**config.mk**
```make
export PLATFORM = sky130hd
export DESIGN_NAME = raf_core
export DESIGN_NICKNAME = d
export VERILOG_FILES = /design/src/core/raf_pkg.sv /design/src/core/raf_core.sv
export SDC_FILE = /design/constraint.sdc
export NUM_CORES = 2
export LEC_CHECK = 0
export BUFFER_PORTS_ARGS = -buffer_cell sky130_fd_sc_hd__buf_2
export CORE_UTILIZATION = 59
export DETAILED_ROUTE_END_ITERATION = 10
export PLACE_DENSITY_LB_ADDON = 0.1
export SETUP_SLACK_MARGIN = 0.4
export SYNTH_ARGS = -nofsm -noshare
export SYNTH_HDL_FRONTEND = slang
export SYNTH_SLANG_ARGS = --single-unit
```
**constraint.sdc**
```tcl
create_clock -name i_ref_clk -period 9.7 [get_ports i_ref_clk]
set_clock_uncertainty 0.1 [all_clocks]
set_input_delay 1.455 -clock i_ref_clk [delete_from_list [all_inputs] [get_ports i_ref_clk]]
set_output_delay 1.455 -clock i_ref_clk [all_outputs]
set_load 0.02 [all_outputs]
```
**src/core/raf_pkg.sv**
```systemverilog
// Package for the reading average filter and measurement configuration block.
// Assumes one 50 MHz clock; all counts and codes used by the core live here.
package raf_pkg;
  // Reading width and accumulator width (100 x 24-bit fits in 31 bits)
  localparam int unsigned READING_W   = 24;
  localparam int unsigned ACC_W       = 32;
  localparam int unsigned DEPTH_MIN   = 2;
  localparam int unsigned DEPTH_MAX   = 100;
  localparam int unsigned DEPTH_W     = 7;
  localparam logic [6:0]  DEPTH_RESET = 7'h0a;
  // Register map, word addresses on the plain register port
  localparam int unsigned ADDR_W         = 4;
  localparam logic [3:0]  ADDR_AVERAGING_ON_INDICATOR_CTRL = 4'h0;
  localparam logic [3:0]  ADDR_AVERAGING_ON_INDICATOR_STAT = 4'h1;
  localparam logic [3:0]  ADDR_AC_BW     = 4'h2;
  localparam logic [3:0]  ADDR_RES_SEL   = 4'h3;
  localparam logic [3:0]  ADDR_INPUT_R   = 4'h4;
  localparam logic [3:0]  ADDR_FUNC      = 4'h5;
  localparam logic [3:0]  ADDR_TIMING    = 4'h6;
  // Filter control fields
  localparam int unsigned CTRL_EN_BIT    = 0;
  localparam int unsigned CTRL_MODE_BIT  = 1;
  localparam int unsigned CTRL_DEPTH_LSB = 8;
  localparam logic        EN_RESET       = 1'b1;
  localparam logic        MODE_MOVING    = 1'b0;
  localparam logic        MODE_REPEAT    = 1'b1;
  // AC bandwidth codes: lower edge 3 Hz, 20 Hz, 200 Hz
  localparam logic [1:0]  BW_SLOW_3HZ    = 2'h0;
  localparam logic [1:0]  BW_MED_20HZ    = 2'h1;
  localparam logic [1:0]  BW_FAST_200HZ  = 2'h2;
  // Resolution codes: {digits index, slow}
  localparam logic [2:0]  RES_F45 = 3'h0;
  localparam logic [2:0]  RES_S45 = 3'h1;
  localparam logic [2:0]  RES_F55 = 3'h2;
  localparam logic [2:0]  RES_S55 = 3'h3;
  localparam logic [2:0]  RES_F65 = 3'h4;
  localparam logic [2:0]  RES_S65 = 3'h5;
  // Integration time codes in line cycles: 0.02, 0.1, 1, 10
  localparam logic [1:0]  PLC_0P02 = 2'h0;
  localparam logic [1:0]  PLC_0P1  = 2'h1;
  localparam logic [1:0]  PLC_1    = 2'h2;
  localparam logic [1:0]  PLC_10   = 2'h3;
  // Measurement functions
  localparam int unsigned NFUNC = 10;
  typedef enum logic [3:0] {
    FN_DCV, FN_ACV, FN_DCI, FN_ACI, FN_RES2, FN_RES4,
    FN_FREQ, FN_PERIOD, FN_DIODE, FN_CONT
  } raf_func_type;
  // DC voltage ranges: the three lowest allow the high input resistance
  localparam logic [2:0]  RANGE_HIGHR_MAX = 3'h2;
  typedef enum logic [1:0] {ST_IDLE, ST_DIVIDE, ST_DONE} raf_state_type;
endpackage

```
**src/core/raf_core.sv**
```systemverilog
// Reading averaging filter plus measurement configuration settings.
// Assumes readings arrive as one-cycle strobes no faster than every 40 cycles.
// What this block does
// Depth setting from 2 to 100, that many readings kept in storage.
// Moving mode keeps readings in first-in first-out order.
// After power-up or reconfiguration the first reading loads before any average.
// Moving mode: new reading replaces oldest, fresh average each reading.
// Repeat mode: wait for full stack, output average, then empty it.
// Repeat mode gives exactly one output per depth readings.
// Averaging bypassed for diode, continuity, frequency and period.
// Power-up: averaging on, moving mode, depth 10.
// Filter key toggles averaging; indicator follows the enable one cycle later.
// Three AC bandwidths 3, 20, 200 Hz each selecting its filter.
// Power-up selects medium 20 Hz bandwidth.
// Bandwidth choice volatile, reverts to default on power removal.
// Six resolutions: fast and slow of 4.5, 5.5, 6.5 digits.
// Separate resolution per function, applied while that function is selected.
// Resolution returns to slow 5.5 after power loss or remote reset.
// AC functions measure at 6.5 digits; lower choice only blanks digits.
// Digits key steps 4.5 slow, 5.5 slow, 6.5 fast cyclically.
// Frequency and period limited to slow 4.5, 5.5, 6.5.
// Default 10M; high resistance only on 100mV, 1V, 10V ranges.
// Auto on selects above 10G on three lowest ranges; off holds 10M.
// Auto zero and integration time follow the resolution table.
// Average is sum over readings held, wide accumulation avoids overflow.
module raf_core
  import raf_pkg::*;
(
  // Clock and reset
  input  wire logic                         i_ref_clk,
  input  wire logic                         i_resetn,
  // Register port
  input  wire logic [raf_pkg::ADDR_W-1:0]   i_addr,
  input  wire logic [31:0]                  i_wdata,
  input  wire logic                         i_wr,
  input  wire logic                         i_rd,
  output logic      [31:0]                  o_rdata,
  // Front panel keys and remote reset, same clock domain
  input  wire logic                         i_filter_key,
  input  wire logic                         i_digits_key,
  input  wire logic                         i_remote_reset,
  // Converter readings
  input  wire logic [raf_pkg::READING_W-1:0] i_reading,
  input  wire logic                         i_reading_valid,
  // Filtered readings
  output logic      [raf_pkg::READING_W-1:0] o_filtered,
  output logic                              o_filtered_valid,
  // Settings outputs
  output logic                              o_averaging_on_indicator,
  output logic      [1:0]                   o_ac_filter_sel,
  output logic      [2:0]                   o_active_res,
  output logic      [2:0]                   o_display_digits,
  output logic                              o_high_input_r,
  output logic                              o_auto_zero,
  output logic      [1:0]                   o_plc_sel
);
  import raf_pkg::*;

  // Reset release through two flip-flops
  logic rst_sync1_q, rst_n_q;
  always_ff @(posedge i_ref_clk or negedge i_resetn) begin
    if (!i_resetn) begin
      rst_sync1_q <= 1'b0;
      rst_n_q     <= 1'b0;
    end else begin
      rst_sync1_q <= 1'b1;
      rst_n_q     <= rst_sync1_q;
    end
  end

  // Register strobes decoded by address
  wire wr_ctrl  = i_wr && (i_addr == ADDR_AVERAGING_ON_INDICATOR_CTRL);
  wire wr_bw    = i_wr && (i_addr == ADDR_AC_BW);
  wire wr_res   = i_wr && (i_addr == ADDR_RES_SEL);
  wire wr_inr   = i_wr && (i_addr == ADDR_INPUT_R);
  wire wr_func  = i_wr && (i_addr == ADDR_FUNC);

  // Settings state
  logic               avg_en_q, mode_q, auto_r_q;
  logic [DEPTH_W-1:0] depth_q;
  logic [1:0]         bw_q;
  logic [3:0]         func_q;
  logic [2:0]         range_q;
  logic [2:0]         res_q [NFUNC];

  // Depth clamped into the legal 2..100 span
  wire [DEPTH_W-1:0] wdepth  = i_wdata[CTRL_DEPTH_LSB +: DEPTH_W];
  wire [DEPTH_W-1:0] depth_d = (wdepth < DEPTH_W'(DEPTH_MIN)) ? DEPTH_W'(DEPTH_MIN) :
                               (wdepth > DEPTH_W'(DEPTH_MAX)) ? DEPTH_W'(DEPTH_MAX) : wdepth;
  // Only the three bandwidth codes are accepted
  wire bw_ok = (i_wdata[1:0] == BW_SLOW_3HZ) || (i_wdata[1:0] == BW_MED_20HZ) ||
               (i_wdata[1:0] == BW_FAST_200HZ);

  // Power-up defaults, key toggle, setting writes
  always_ff @(posedge i_ref_clk or negedge rst_n_q) begin
    if (!rst_n_q) begin
      avg_en_q <= EN_RESET;
      mode_q   <= MODE_MOVING;
      depth_q  <= DEPTH_RESET;
      bw_q     <= BW_MED_20HZ;
      auto_r_q <= 1'b0;
      range_q  <= 3'h0;
      func_q   <= 4'h0;
    end else begin
      if (wr_ctrl) begin
        avg_en_q <= i_wdata[CTRL_EN_BIT];
        mode_q   <= i_wdata[CTRL_MODE_BIT];
        depth_q  <= depth_d;
      end else if (i_filter_key) begin
        avg_en_q <= ~avg_en_q;
      end
      if (wr_bw && bw_ok) bw_q <= i_wdata[1:0];
      if (wr_inr) begin
        auto_r_q <= i_wdata[0];
        range_q  <= i_wdata[6:4];
      end
      if (wr_func && (i_wdata[3:0] < 4'(NFUNC))) func_q <= i_wdata[3:0];
    end
  end

  // Digits key sequence, R18: slow-only choices for frequency and period
  wire freq_like = (func_q == FN_FREQ) || (func_q == FN_PERIOD);
  wire ac_func   = (func_q == FN_ACV) || (func_q == FN_ACI);
  logic [2:0] key_next;
  always_comb begin
    key_next = RES_S45;
    if (res_q[func_q] == RES_S45) key_next = RES_S55;
    else if (res_q[func_q] == RES_S55) key_next = freq_like ? RES_S65 : RES_F65;
  end
  // Six legal codes
  wire [2:0] wres     = i_wdata[2:0];
  wire       wres_ok  = (wres <= RES_S65) && (!freq_like || wres[0]);

  // One resolution per function, slow 5.5 on reset
  for (genvar f = 0; f < NFUNC; f++) begin : g_res
    always_ff @(posedge i_ref_clk or negedge rst_n_q) begin
      if (!rst_n_q) begin
        res_q[f] <= RES_S55;
      end else if (i_remote_reset) begin
        res_q[f] <= RES_S55;
      end else if (func_q == 4'(f)) begin
        if (wr_res && wres_ok) res_q[f] <= wres;
        else if (i_digits_key) res_q[f] <= key_next;
      end
    end
  end

  // Functions without averaging
  wire bypass = (func_q == FN_DIODE) || (func_q == FN_CONT) || freq_like;
  wire averaging_on_indicator_on = avg_en_q && !bypass;

  // Reading store and running sum
  logic [READING_W-1:0] stack_q [DEPTH_MAX];
  logic [DEPTH_W-1:0]   wptr_q, count_q;
  logic [ACC_W-1:0]     sum_q;
  logic                 reconf_q;
  // Until full, moving mode averages only what has arrived
  wire full        = (count_q == depth_q);
  wire [ACC_W-1:0] oldest = ACC_W'(stack_q[wptr_q]);
  wire [ACC_W-1:0] newv   = ACC_W'(i_reading);
  // Oldest value leaves the sum when the new one enters
  wire [ACC_W-1:0] sum_next = (full && mode_q == MODE_MOVING) ? sum_q - oldest + newv
                                                               : sum_q + newv;
  wire [DEPTH_W-1:0] wptr_inc = (wptr_q + 7'h01 == depth_q) ? 7'h00 : wptr_q + 7'h01;
  wire [DEPTH_W-1:0] cnt_inc  = full ? count_q : count_q + 7'h01;
  wire take = i_reading_valid && averaging_on_indicator_on;
  raf_state_type st_q;
  wire start_div = take && (mode_q == MODE_MOVING || cnt_inc == depth_q);

  // Filter control writes, the filter key and function writes restart the fill from an empty stack
  always_ff @(posedge i_ref_clk or negedge rst_n_q) begin
    if (!rst_n_q) reconf_q <= 1'b0;
    else          reconf_q <= wr_ctrl || i_filter_key || wr_func;
  end

  // Stack written in circular first-in first-out order
  always_ff @(posedge i_ref_clk) begin
    if (take) stack_q[wptr_q] <= i_reading;
  end

  // Repeat mode flushes after each full group
  always_ff @(posedge i_ref_clk or negedge rst_n_q) begin
    if (!rst_n_q) begin
      wptr_q  <= 7'h00;
      count_q <= 7'h00;
      sum_q   <= '0;
    end else if (reconf_q || (st_q == ST_DONE && mode_q == MODE_REPEAT)) begin
      // Synchronous flush, so the reset branch stays constant-only
      wptr_q  <= 7'h00;
      count_q <= 7'h00;
      sum_q   <= '0;
    end else if (take) begin
      wptr_q  <= wptr_inc;
      count_q <= cnt_inc;
      sum_q   <= sum_next;
    end
  end

  // Restoring divider, sum over readings held, one bit a cycle
  logic [ACC_W-1:0] quo_q, rem_q;
  logic [5:0]       bit_q;
  logic [DEPTH_W-1:0] div_by_q;
  wire [ACC_W-1:0] rem_sh = {rem_q[ACC_W-2:0], quo_q[ACC_W-1]};
  wire             ge     = rem_sh >= ACC_W'(div_by_q);
  // 32 steps per average; readings must be spaced wider than that
  always_ff @(posedge i_ref_clk or negedge rst_n_q) begin
    if (!rst_n_q) begin
      st_q <= ST_IDLE;
      quo_q <= '0;
      rem_q <= '0;
      bit_q <= 6'h00;
      div_by_q <= DEPTH_RESET;
    end else begin
      case (st_q)
        ST_IDLE: if (start_div) begin
          st_q <= ST_DIVIDE;
          quo_q <= sum_next;
          rem_q <= '0;
          bit_q <= 6'h00;
          div_by_q <= cnt_inc;
        end
        ST_DIVIDE: begin
          rem_q <= ge ? rem_sh - ACC_W'(div_by_q) : rem_sh;
          quo_q <= {quo_q[ACC_W-2:0], ge};
          bit_q <= bit_q + 6'h01;
          if (bit_q == 6'(ACC_W - 1)) st_q <= ST_DONE;
        end
        default: st_q <= ST_IDLE;
      endcase
    end
  end

  // Output: average when filtering, raw reading when bypassed
  always_ff @(posedge i_ref_clk or negedge rst_n_q) begin
    if (!rst_n_q) begin
      o_filtered       <= '0;
      o_filtered_valid <= 1'b0;
    end else if (st_q == ST_DONE) begin
      o_filtered       <= quo_q[READING_W-1:0];
      o_filtered_valid <= 1'b1;
    end else if (i_reading_valid && !averaging_on_indicator_on) begin
      o_filtered       <= i_reading;
      o_filtered_valid <= 1'b1;
    end else begin
      o_filtered_valid <= 1'b0;
    end
  end

  // Derived measurement settings
  wire [2:0] act_res  = ac_func ? RES_F65 : res_q[func_q];
  wire [2:0] disp_res = res_q[func_q];
  wire       highr    = auto_r_q && (func_q == FN_DCV) && (range_q <= RANGE_HIGHR_MAX);
  wire       az       = !(act_res == RES_F45 || act_res == RES_F55);
  logic [1:0] plc;
  always_comb begin
    case (act_res)
      RES_F45:          plc = PLC_0P02;
      RES_S45, RES_F55: plc = PLC_0P1;
      RES_S65:          plc = PLC_10;
      default:          plc = PLC_1;
    endcase
  end
  always_ff @(posedge i_ref_clk or negedge rst_n_q) begin
    if (!rst_n_q) begin
      o_averaging_on_indicator <= EN_RESET;
      o_ac_filter_sel  <= BW_MED_20HZ;
      o_active_res     <= RES_S55;
      o_display_digits <= RES_S55;
      o_high_input_r   <= 1'b0;
      o_auto_zero      <= 1'b1;
      o_plc_sel        <= PLC_1;
    end else begin
      o_averaging_on_indicator <= avg_en_q; // Follows enable one cycle later
      o_ac_filter_sel  <= bw_q;
      o_active_res     <= act_res;
      o_display_digits <= disp_res;
      o_high_input_r   <= highr;
      o_auto_zero      <= az;
      o_plc_sel        <= plc;
    end
  end

  // Read data mux
  wire [31:0] rd_mux =
    (i_addr == ADDR_AVERAGING_ON_INDICATOR_CTRL) ? {17'h0, depth_q, 6'h0, mode_q, avg_en_q} :
    (i_addr == ADDR_AVERAGING_ON_INDICATOR_STAT) ? {23'h0, count_q, 2'(st_q)} :
    (i_addr == ADDR_AC_BW)     ? {30'h0, bw_q} :
    (i_addr == ADDR_RES_SEL)   ? {29'h0, res_q[func_q]} :
    (i_addr == ADDR_INPUT_R)   ? {25'h0, range_q, 3'h0, auto_r_q} :
    (i_addr == ADDR_FUNC)      ? {28'h0, func_q} :
    (i_addr == ADDR_TIMING)    ? {28'h0, az, 1'b0, plc} : 32'h0;
  always_ff @(posedge i_ref_clk or negedge rst_n_q) begin
    if (!rst_n_q) o_rdata <= 32'h0;
    else          o_rdata <= i_rd ? rd_mux : 32'h0;
  end

  // Checks
  a_depth_range: assert property (@(posedge i_ref_clk) disable iff (!rst_n_q)
    depth_q >= DEPTH_W'(DEPTH_MIN) && depth_q <= DEPTH_W'(DEPTH_MAX)) else $error("depth out");
  a_indicator_follows: assert property (@(posedge i_ref_clk) disable iff (!rst_n_q)
    o_averaging_on_indicator == $past(avg_en_q)) else $error("indicator wrong");
  a_bypass_pass: assert property (@(posedge i_ref_clk) disable iff (!rst_n_q)
    i_reading_valid && bypass && st_q == ST_IDLE |=> o_filtered_valid && o_filtered == $past(i_reading))
    else $error("bypass lost");
  a_repeat_flush: assert property (@(posedge i_ref_clk) disable iff (!rst_n_q)
    st_q == ST_DONE && mode_q == MODE_REPEAT && !reconf_q |=> count_q == 7'h00)
    else $error("no flush");
  a_count_bound: assert property (@(posedge i_ref_clk) disable iff (!rst_n_q)
    count_q <= depth_q || reconf_q) else $error("count over");
  a_div_time: assert property (@(posedge i_ref_clk) disable iff (!rst_n_q)
    st_q == ST_IDLE && start_div |=> ##[31:32] st_q == ST_DONE) else $error("late average");
  a_highr_gate: assert property (@(posedge i_ref_clk) disable iff (!rst_n_q)
    o_high_input_r |-> $past(func_q) == FN_DCV && $past(range_q) <= RANGE_HIGHR_MAX)
    else $error("high R misused");
  a_ac_full_res: assert property (@(posedge i_ref_clk) disable iff (!rst_n_q)
    ac_func |=> o_active_res == RES_F65) else $error("AC res not 6.5");
  a_remote_res: assert property (@(posedge i_ref_clk) disable iff (!rst_n_q)
    i_remote_reset |=> res_q[func_q] == RES_S55) else $error("res not restored");

  // Reconfiguration empties stack
  a_reconf_empty: assert property (@(posedge i_ref_clk) disable iff (!rst_n_q)
    reconf_q |=> count_q == 7'h00 && wptr_q == 7'h00) else $error("stack not emptied");

  // Moving output per reading
  a_moving_every: assert property (@(posedge i_ref_clk) disable iff (!rst_n_q)
    take && mode_q == MODE_MOVING && st_q == ST_IDLE |-> ##34 o_filtered_valid)
    else $error("moving output missing");

  // No output before group full
  a_repeat_hold: assert property (@(posedge i_ref_clk) disable iff (!rst_n_q)
    take && mode_q == MODE_REPEAT && st_q == ST_IDLE && cnt_inc != depth_q |=> st_q == ST_IDLE)
    else $error("early repeat output");

  // Filter key toggles enable
  a_key_toggle: assert property (@(posedge i_ref_clk) disable iff (!rst_n_q)
    i_filter_key && !wr_ctrl |=> avg_en_q != $past(avg_en_q)) else $error("key ignored");

  // Only three bandwidths
  a_bw_legal: assert property (@(posedge i_ref_clk) disable iff (!rst_n_q)
    o_ac_filter_sel != 2'h3) else $error("bad bandwidth code");

  // Resolution codes legal
  a_res_legal: assert property (@(posedge i_ref_clk) disable iff (!rst_n_q)
    o_display_digits <= RES_S65 && o_active_res <= RES_S65) else $error("bad resolution code");

  // Digits key step
  a_digits_step: assert property (@(posedge i_ref_clk) disable iff (!rst_n_q)
    i_digits_key && !i_remote_reset && !i_wr && !freq_like && res_q[func_q] == RES_S55
    |=> res_q[func_q] == RES_F65) else $error("digits step wrong");

  // Frequency stays slow
  a_freq_slow: assert property (@(posedge i_ref_clk) disable iff (!rst_n_q)
    freq_like |-> res_q[func_q][0]) else $error("fast res in freq");

  // Auto off holds 10M
  a_auto_off: assert property (@(posedge i_ref_clk) disable iff (!rst_n_q)
    !auto_r_q |=> !o_high_input_r) else $error("high R while auto off");

  // Shortest time, no zeroing
  a_fast_no_zero: assert property (@(posedge i_ref_clk) disable iff (!rst_n_q)
    o_plc_sel == PLC_0P02 |-> !o_auto_zero) else $error("zeroing at 0.02 PLC");

  // Main scenarios reached
  c_moving_out: cover property (@(posedge i_ref_clk) mode_q == MODE_MOVING && o_filtered_valid);
  c_repeat_out: cover property (@(posedge i_ref_clk) mode_q == MODE_REPEAT && st_q == ST_DONE);
  c_key_toggle: cover property (@(posedge i_ref_clk) i_filter_key ##1 !avg_en_q);
  c_bypass_out: cover property (@(posedge i_ref_clk) bypass && o_filtered_valid);
  c_digits_wrap: cover property (@(posedge i_ref_clk) i_digits_key && res_q[func_q] == RES_F65);
endmodule

```
==> summary.md <==
| Metric | Value |
|---|---|
| # nets final | between 6,000 and 7,000 |
| CP endpoint kind | register |
| Sequential power share | 0.467 |
| Mapped Cells | 6,335 |
| Worst path slowest cell | and3_4 |
| Int Power | roughly 20 mW |
| Top-Level Pins | about 140 |
| Outcome | finished clean |
| Fin crit period | ~7.9 ns |
| Required @ worst endpoint | about 10 ns |
| Switching share of power | 0.2721 |
| Grt met3 use | 0.08502 |
| GR Overflow Total | 0 |
| CTS max path bufs | 4 |
| First-pass GRT wire length | roughly 440 mm |
| Async SR Flop Fraction | 0.08711 |
| Fill cell count | 11,710 |
| Antenna violations before repair | 25 |
| Post_cts resized | 0 |
| Clock Latency Late Sink | 0.94 ns |
| CTS buffer count | about 280 |
| WP data arrival | roughly 8.5 ns |
| CTS tree | built |
| Startpoint Class | register |
| Site Rows | between 150 and 200 |
| Top FF cell, synth | edfxtp_1 |
| Postcts setup bufs | 0 |
| GRT Total Usage | 0.3572 |
| Residual DRC | 0 |
| Critical path cell sequence | buf_12 > and3_4 > buf_4 > buf_4 > a22o_1 > a221oi_1 > and3_1 > o22ai_1 > o21ai_0 > o21ai_0 > fa_1 > inv_1 > ha_1 > nand2_1 > nor3_1 > a32oi_1 > a31oi_1 > o22ai_1 > nor4b_1 > a211oi_2 > o211ai_1 > o31ai_1 |
| Worst Hold Class | register to async pin |
| Peak supply drop | between 0.0002 and 0.00025 V |
| DP Wirelength | between 150 and 200 mm |
| Met1 usage | 0.5021 |
| Clock power frac | 0.362 |
| H-tree Lvls | 5 |
| Number of synthesized flops with an enable pin | 2,400 |
| Library cells used by synthesis | 85 |
| Sequential cell area | 0.07786 mm² |
| Pwr Total | 28.00 mW |
| Syn Area/Cell | roughly 16 µm² |
| Remaining antenna violation count | 0 |
| Multi-input gate area | roughly 0.023 mm² |
| R2R Path Start | wptr_q[1] |
| Top Usage Layer GRT | met2 |
| Drt pass-1 iters | 6 |
| Layout area overhead | 12.74% |
| Worst path max stage delay | 0.71 ns |
| Die height | ~420 µm |
| Core area | 0.1725 mm² |
| DR vias/cell | 6.961 |
| DRT iter0 DRCs | 9,490 |
| Slew HR | 0.03809 |
| Max-cap viol count | 0 |
| WL/cell | 34.60 µm |
| CTS clock-pin slew for the worst setup and hold paths | 0.06 ns |
| Routed via count | between 60,000 and 70,000 |
| NetSw | between 7 and 8 mW |
| IO Port Bufs | between 100 and 150 |
| Final slew viol count | 0 |
| RSZ-0062 raised after global routing | false |
| Initial Utilization | 0.5965 |
| Hold_ws | about 0.12 ns |
| Seq/Total Area, Yosys | 0.7565 |
| Largest net degree at the start of global routing | approximately 140 |
| PD cells | 241.3 mW/mm² |
| Mapped cell area | approximately 0.10 mm² |
| Tcrit/Tclk final | 0.8147 |
| Endpoints failing setup | 0 |
| LEAKAGE | between 30 and 40 nW |
| Clk sinks | 2,629 |
| WL final | between 300 and 400 mm |
| Crit Path Category | register to register |
| Global placer's final weighted congestion | about 0.95 |
| Hold Vio Cnt, Final | 0 |
| Clock root buffer master | clkbuf_16 |
| Chip Width | 419.6 µm |
| TNS Setup | 0 ns |
| Ys Warns | 0 |
| GRT met2 Usage | 0.5324 |
| Hold buffers post-CTS | 0 |
| Flops & latches, synth | approximately 2,600 |
| Crit Path Max Fanout | 76 |
| Measured slew at the worst slew-check pin | ~1.4 ns |
| Max frequency | around 130 MHz |
| Comb power frac | 0.171 |
| Most frequent cells in the layout | edfxtp_1 (2,400), a22oi_1 (683), clkbuf_16 (290) |
| Most common cell after layout, fill and taps aside | edfxtp_1 |
| Full die area | 0.1761 mm² |
| Share of cells above drive strength 1 | 0.1562 |
| Vias in the first global route | approximately 60,000 |
| Worst setup path startpoint | wptr_q[1] |
[state kept, by name, indices dropped and copies added (netlist names), 2 cells and up]
| signal | flops |
|---|---|
| o_display_digits | 3 |
| count_q | 7 |
| o_filtered | 24 |
| o_ac_filter_sel | 2 |
| st_q | 2 |
| wptr_q | 7 |
| o_rdata | 15 |
| rem_q | 31 |
| o_plc_sel | 2 |
| func_q | 4 |
| bw_q | 2 |
| quo_q | 32 |
| bit_q | 6 |
| range_q | 3 |
| res_q | 30 |
| stack_q | 2400 |
| o_active_res | 3 |
| sum_q | 32 |
| depth_q | 7 |
| div_by_q | 7 |
[cells in the mapped netlist, types with 29 or more instances]
master	count	area (µm²)
buf_1	48	180.2
mux4_2	40	900.9
o211ai_1	39	292.8
clkbuf_1	179	671.9
dfrtp_1	195	4880
buf_2	160	800.8
a22o_1	172	1506
nand4_1	97	606.8
a41oi_1	45	394.1
dfstp_2	34	893.4
a221oi_1	189	1655
inv_1	123	461.7
a211oi_1	36	270.3
o22ai_1	44	275.3
o21ai_0	223	1116
nor3_1	35	175.2
xor2_1	48	420.4
nand3_1	53	265.3
mux2_2	74	833.3
buf_4	30	225.2
nand2_1	240	900.9
a31oi_1	133	832.1
nor2_1	283	1062
a22oi_1	683	5127
xnor2_1	57	499.2
mux2i_1	79	790.8
a21oi_1	191	955.9
a21o_1	29	217.7
edfxtp_1	2400	72070
ha_1	72	900.9
[routing by layer]
layer / share of wire / wire length (µm) / up-vias
met4: 0.053 / 16570 / 20
met5: 0.00044 / 138 / -
li1: - / - / 26250
met2: 0.45 / 141600 / 4210
met3: 0.12 / 38210 / 739
met1: 0.38 / 118800 / 32230
[cell type report]
| class | instances | share of cell area |
|---|---|---|
| tap | 2310 | 0.02491 |
| inverter | 124 | 0.004012 |
| clock inverter | 107 | 0.007701 |
| sequential | 2629 | 0.6712 |
| clock buffer | 365 | 0.06550 |
| multi-input combinational | 3179 | 0.1997 |
| antenna | 6 | 0.0001294 |
| timing repair buffer | 395 | 0.02690 |
[path summary, 6_finish.rpt]
| path | endpoint | slack [ns] | cells past startpoint |
|---|---|---|---|
| max | sum_q[31] | 1.80 | 22 |
| min | res_q[2] | 0.12 | 0 |
| max reg2reg | sum_q[31] | 1.80 | 22 |
| min reg2reg | res_q[2] | 0.12 | 0 |
| max in group asynchronous | wptr_q[0] | 7.49 | 2 |
| min in group i_ref_clk | rst_n_q | 0.26 | 0 |
[power groups by stage]
stage,clock [mW],combinational [mW],sequential [mW]
floorplan,0,2.98,13.3
global placement,0,4.64,13.3
detailed placement,0,4.69,13.3
CTS,10.2,4.72,13.1
global route,10.6,5.15,13.1
finish,10.1,4.79,13.1
[critical path, delay by kind of cell (launching register included)]
| family | cells | cell delay [ns] |
|---|---|---|
| DFF | 1 | 0.67 |
| and+or+nand+nor | 5 | 1.54 |
| buffers and inverters | 4 | 1.32 |
| AOI/OAI and AO/OA | 11 | 3.17 |
| adders and majority gates | 2 | 0.79 |
[through the flow]
step / instances / instance area (µm²) / utilization / setup WS [ns]
floorplan: 6351 / 103000 / - / 2.805
global placement: 8637 / 107500 / 0.6232 / 2.150
detailed placement: 8637 / 107500 / 0.6232 / 2.121
CTS: 9109 / 116000 / 0.6724 / 2.075
global route: 9109 / 116000 / 0.6724 / 1.624
finish: 9115 / 116000 / 0.6725 / 1.798
[logic make-up (layout without fill, tap and decap cells)]
family	Yosys count	after routing	share of synthesized area
mux	193	193	0.02454
xor+xnor	106	106	0.009156
simple gates	849	849	0.03879
compound gates	1915	1915	0.1343
fa+ha+maj	98	98	0.01381
flops	2629	2629	0.7565
buf+inv	543	991	0.02287
other cells	2	24	0.00007299
(Power assumes the default switching activity.)
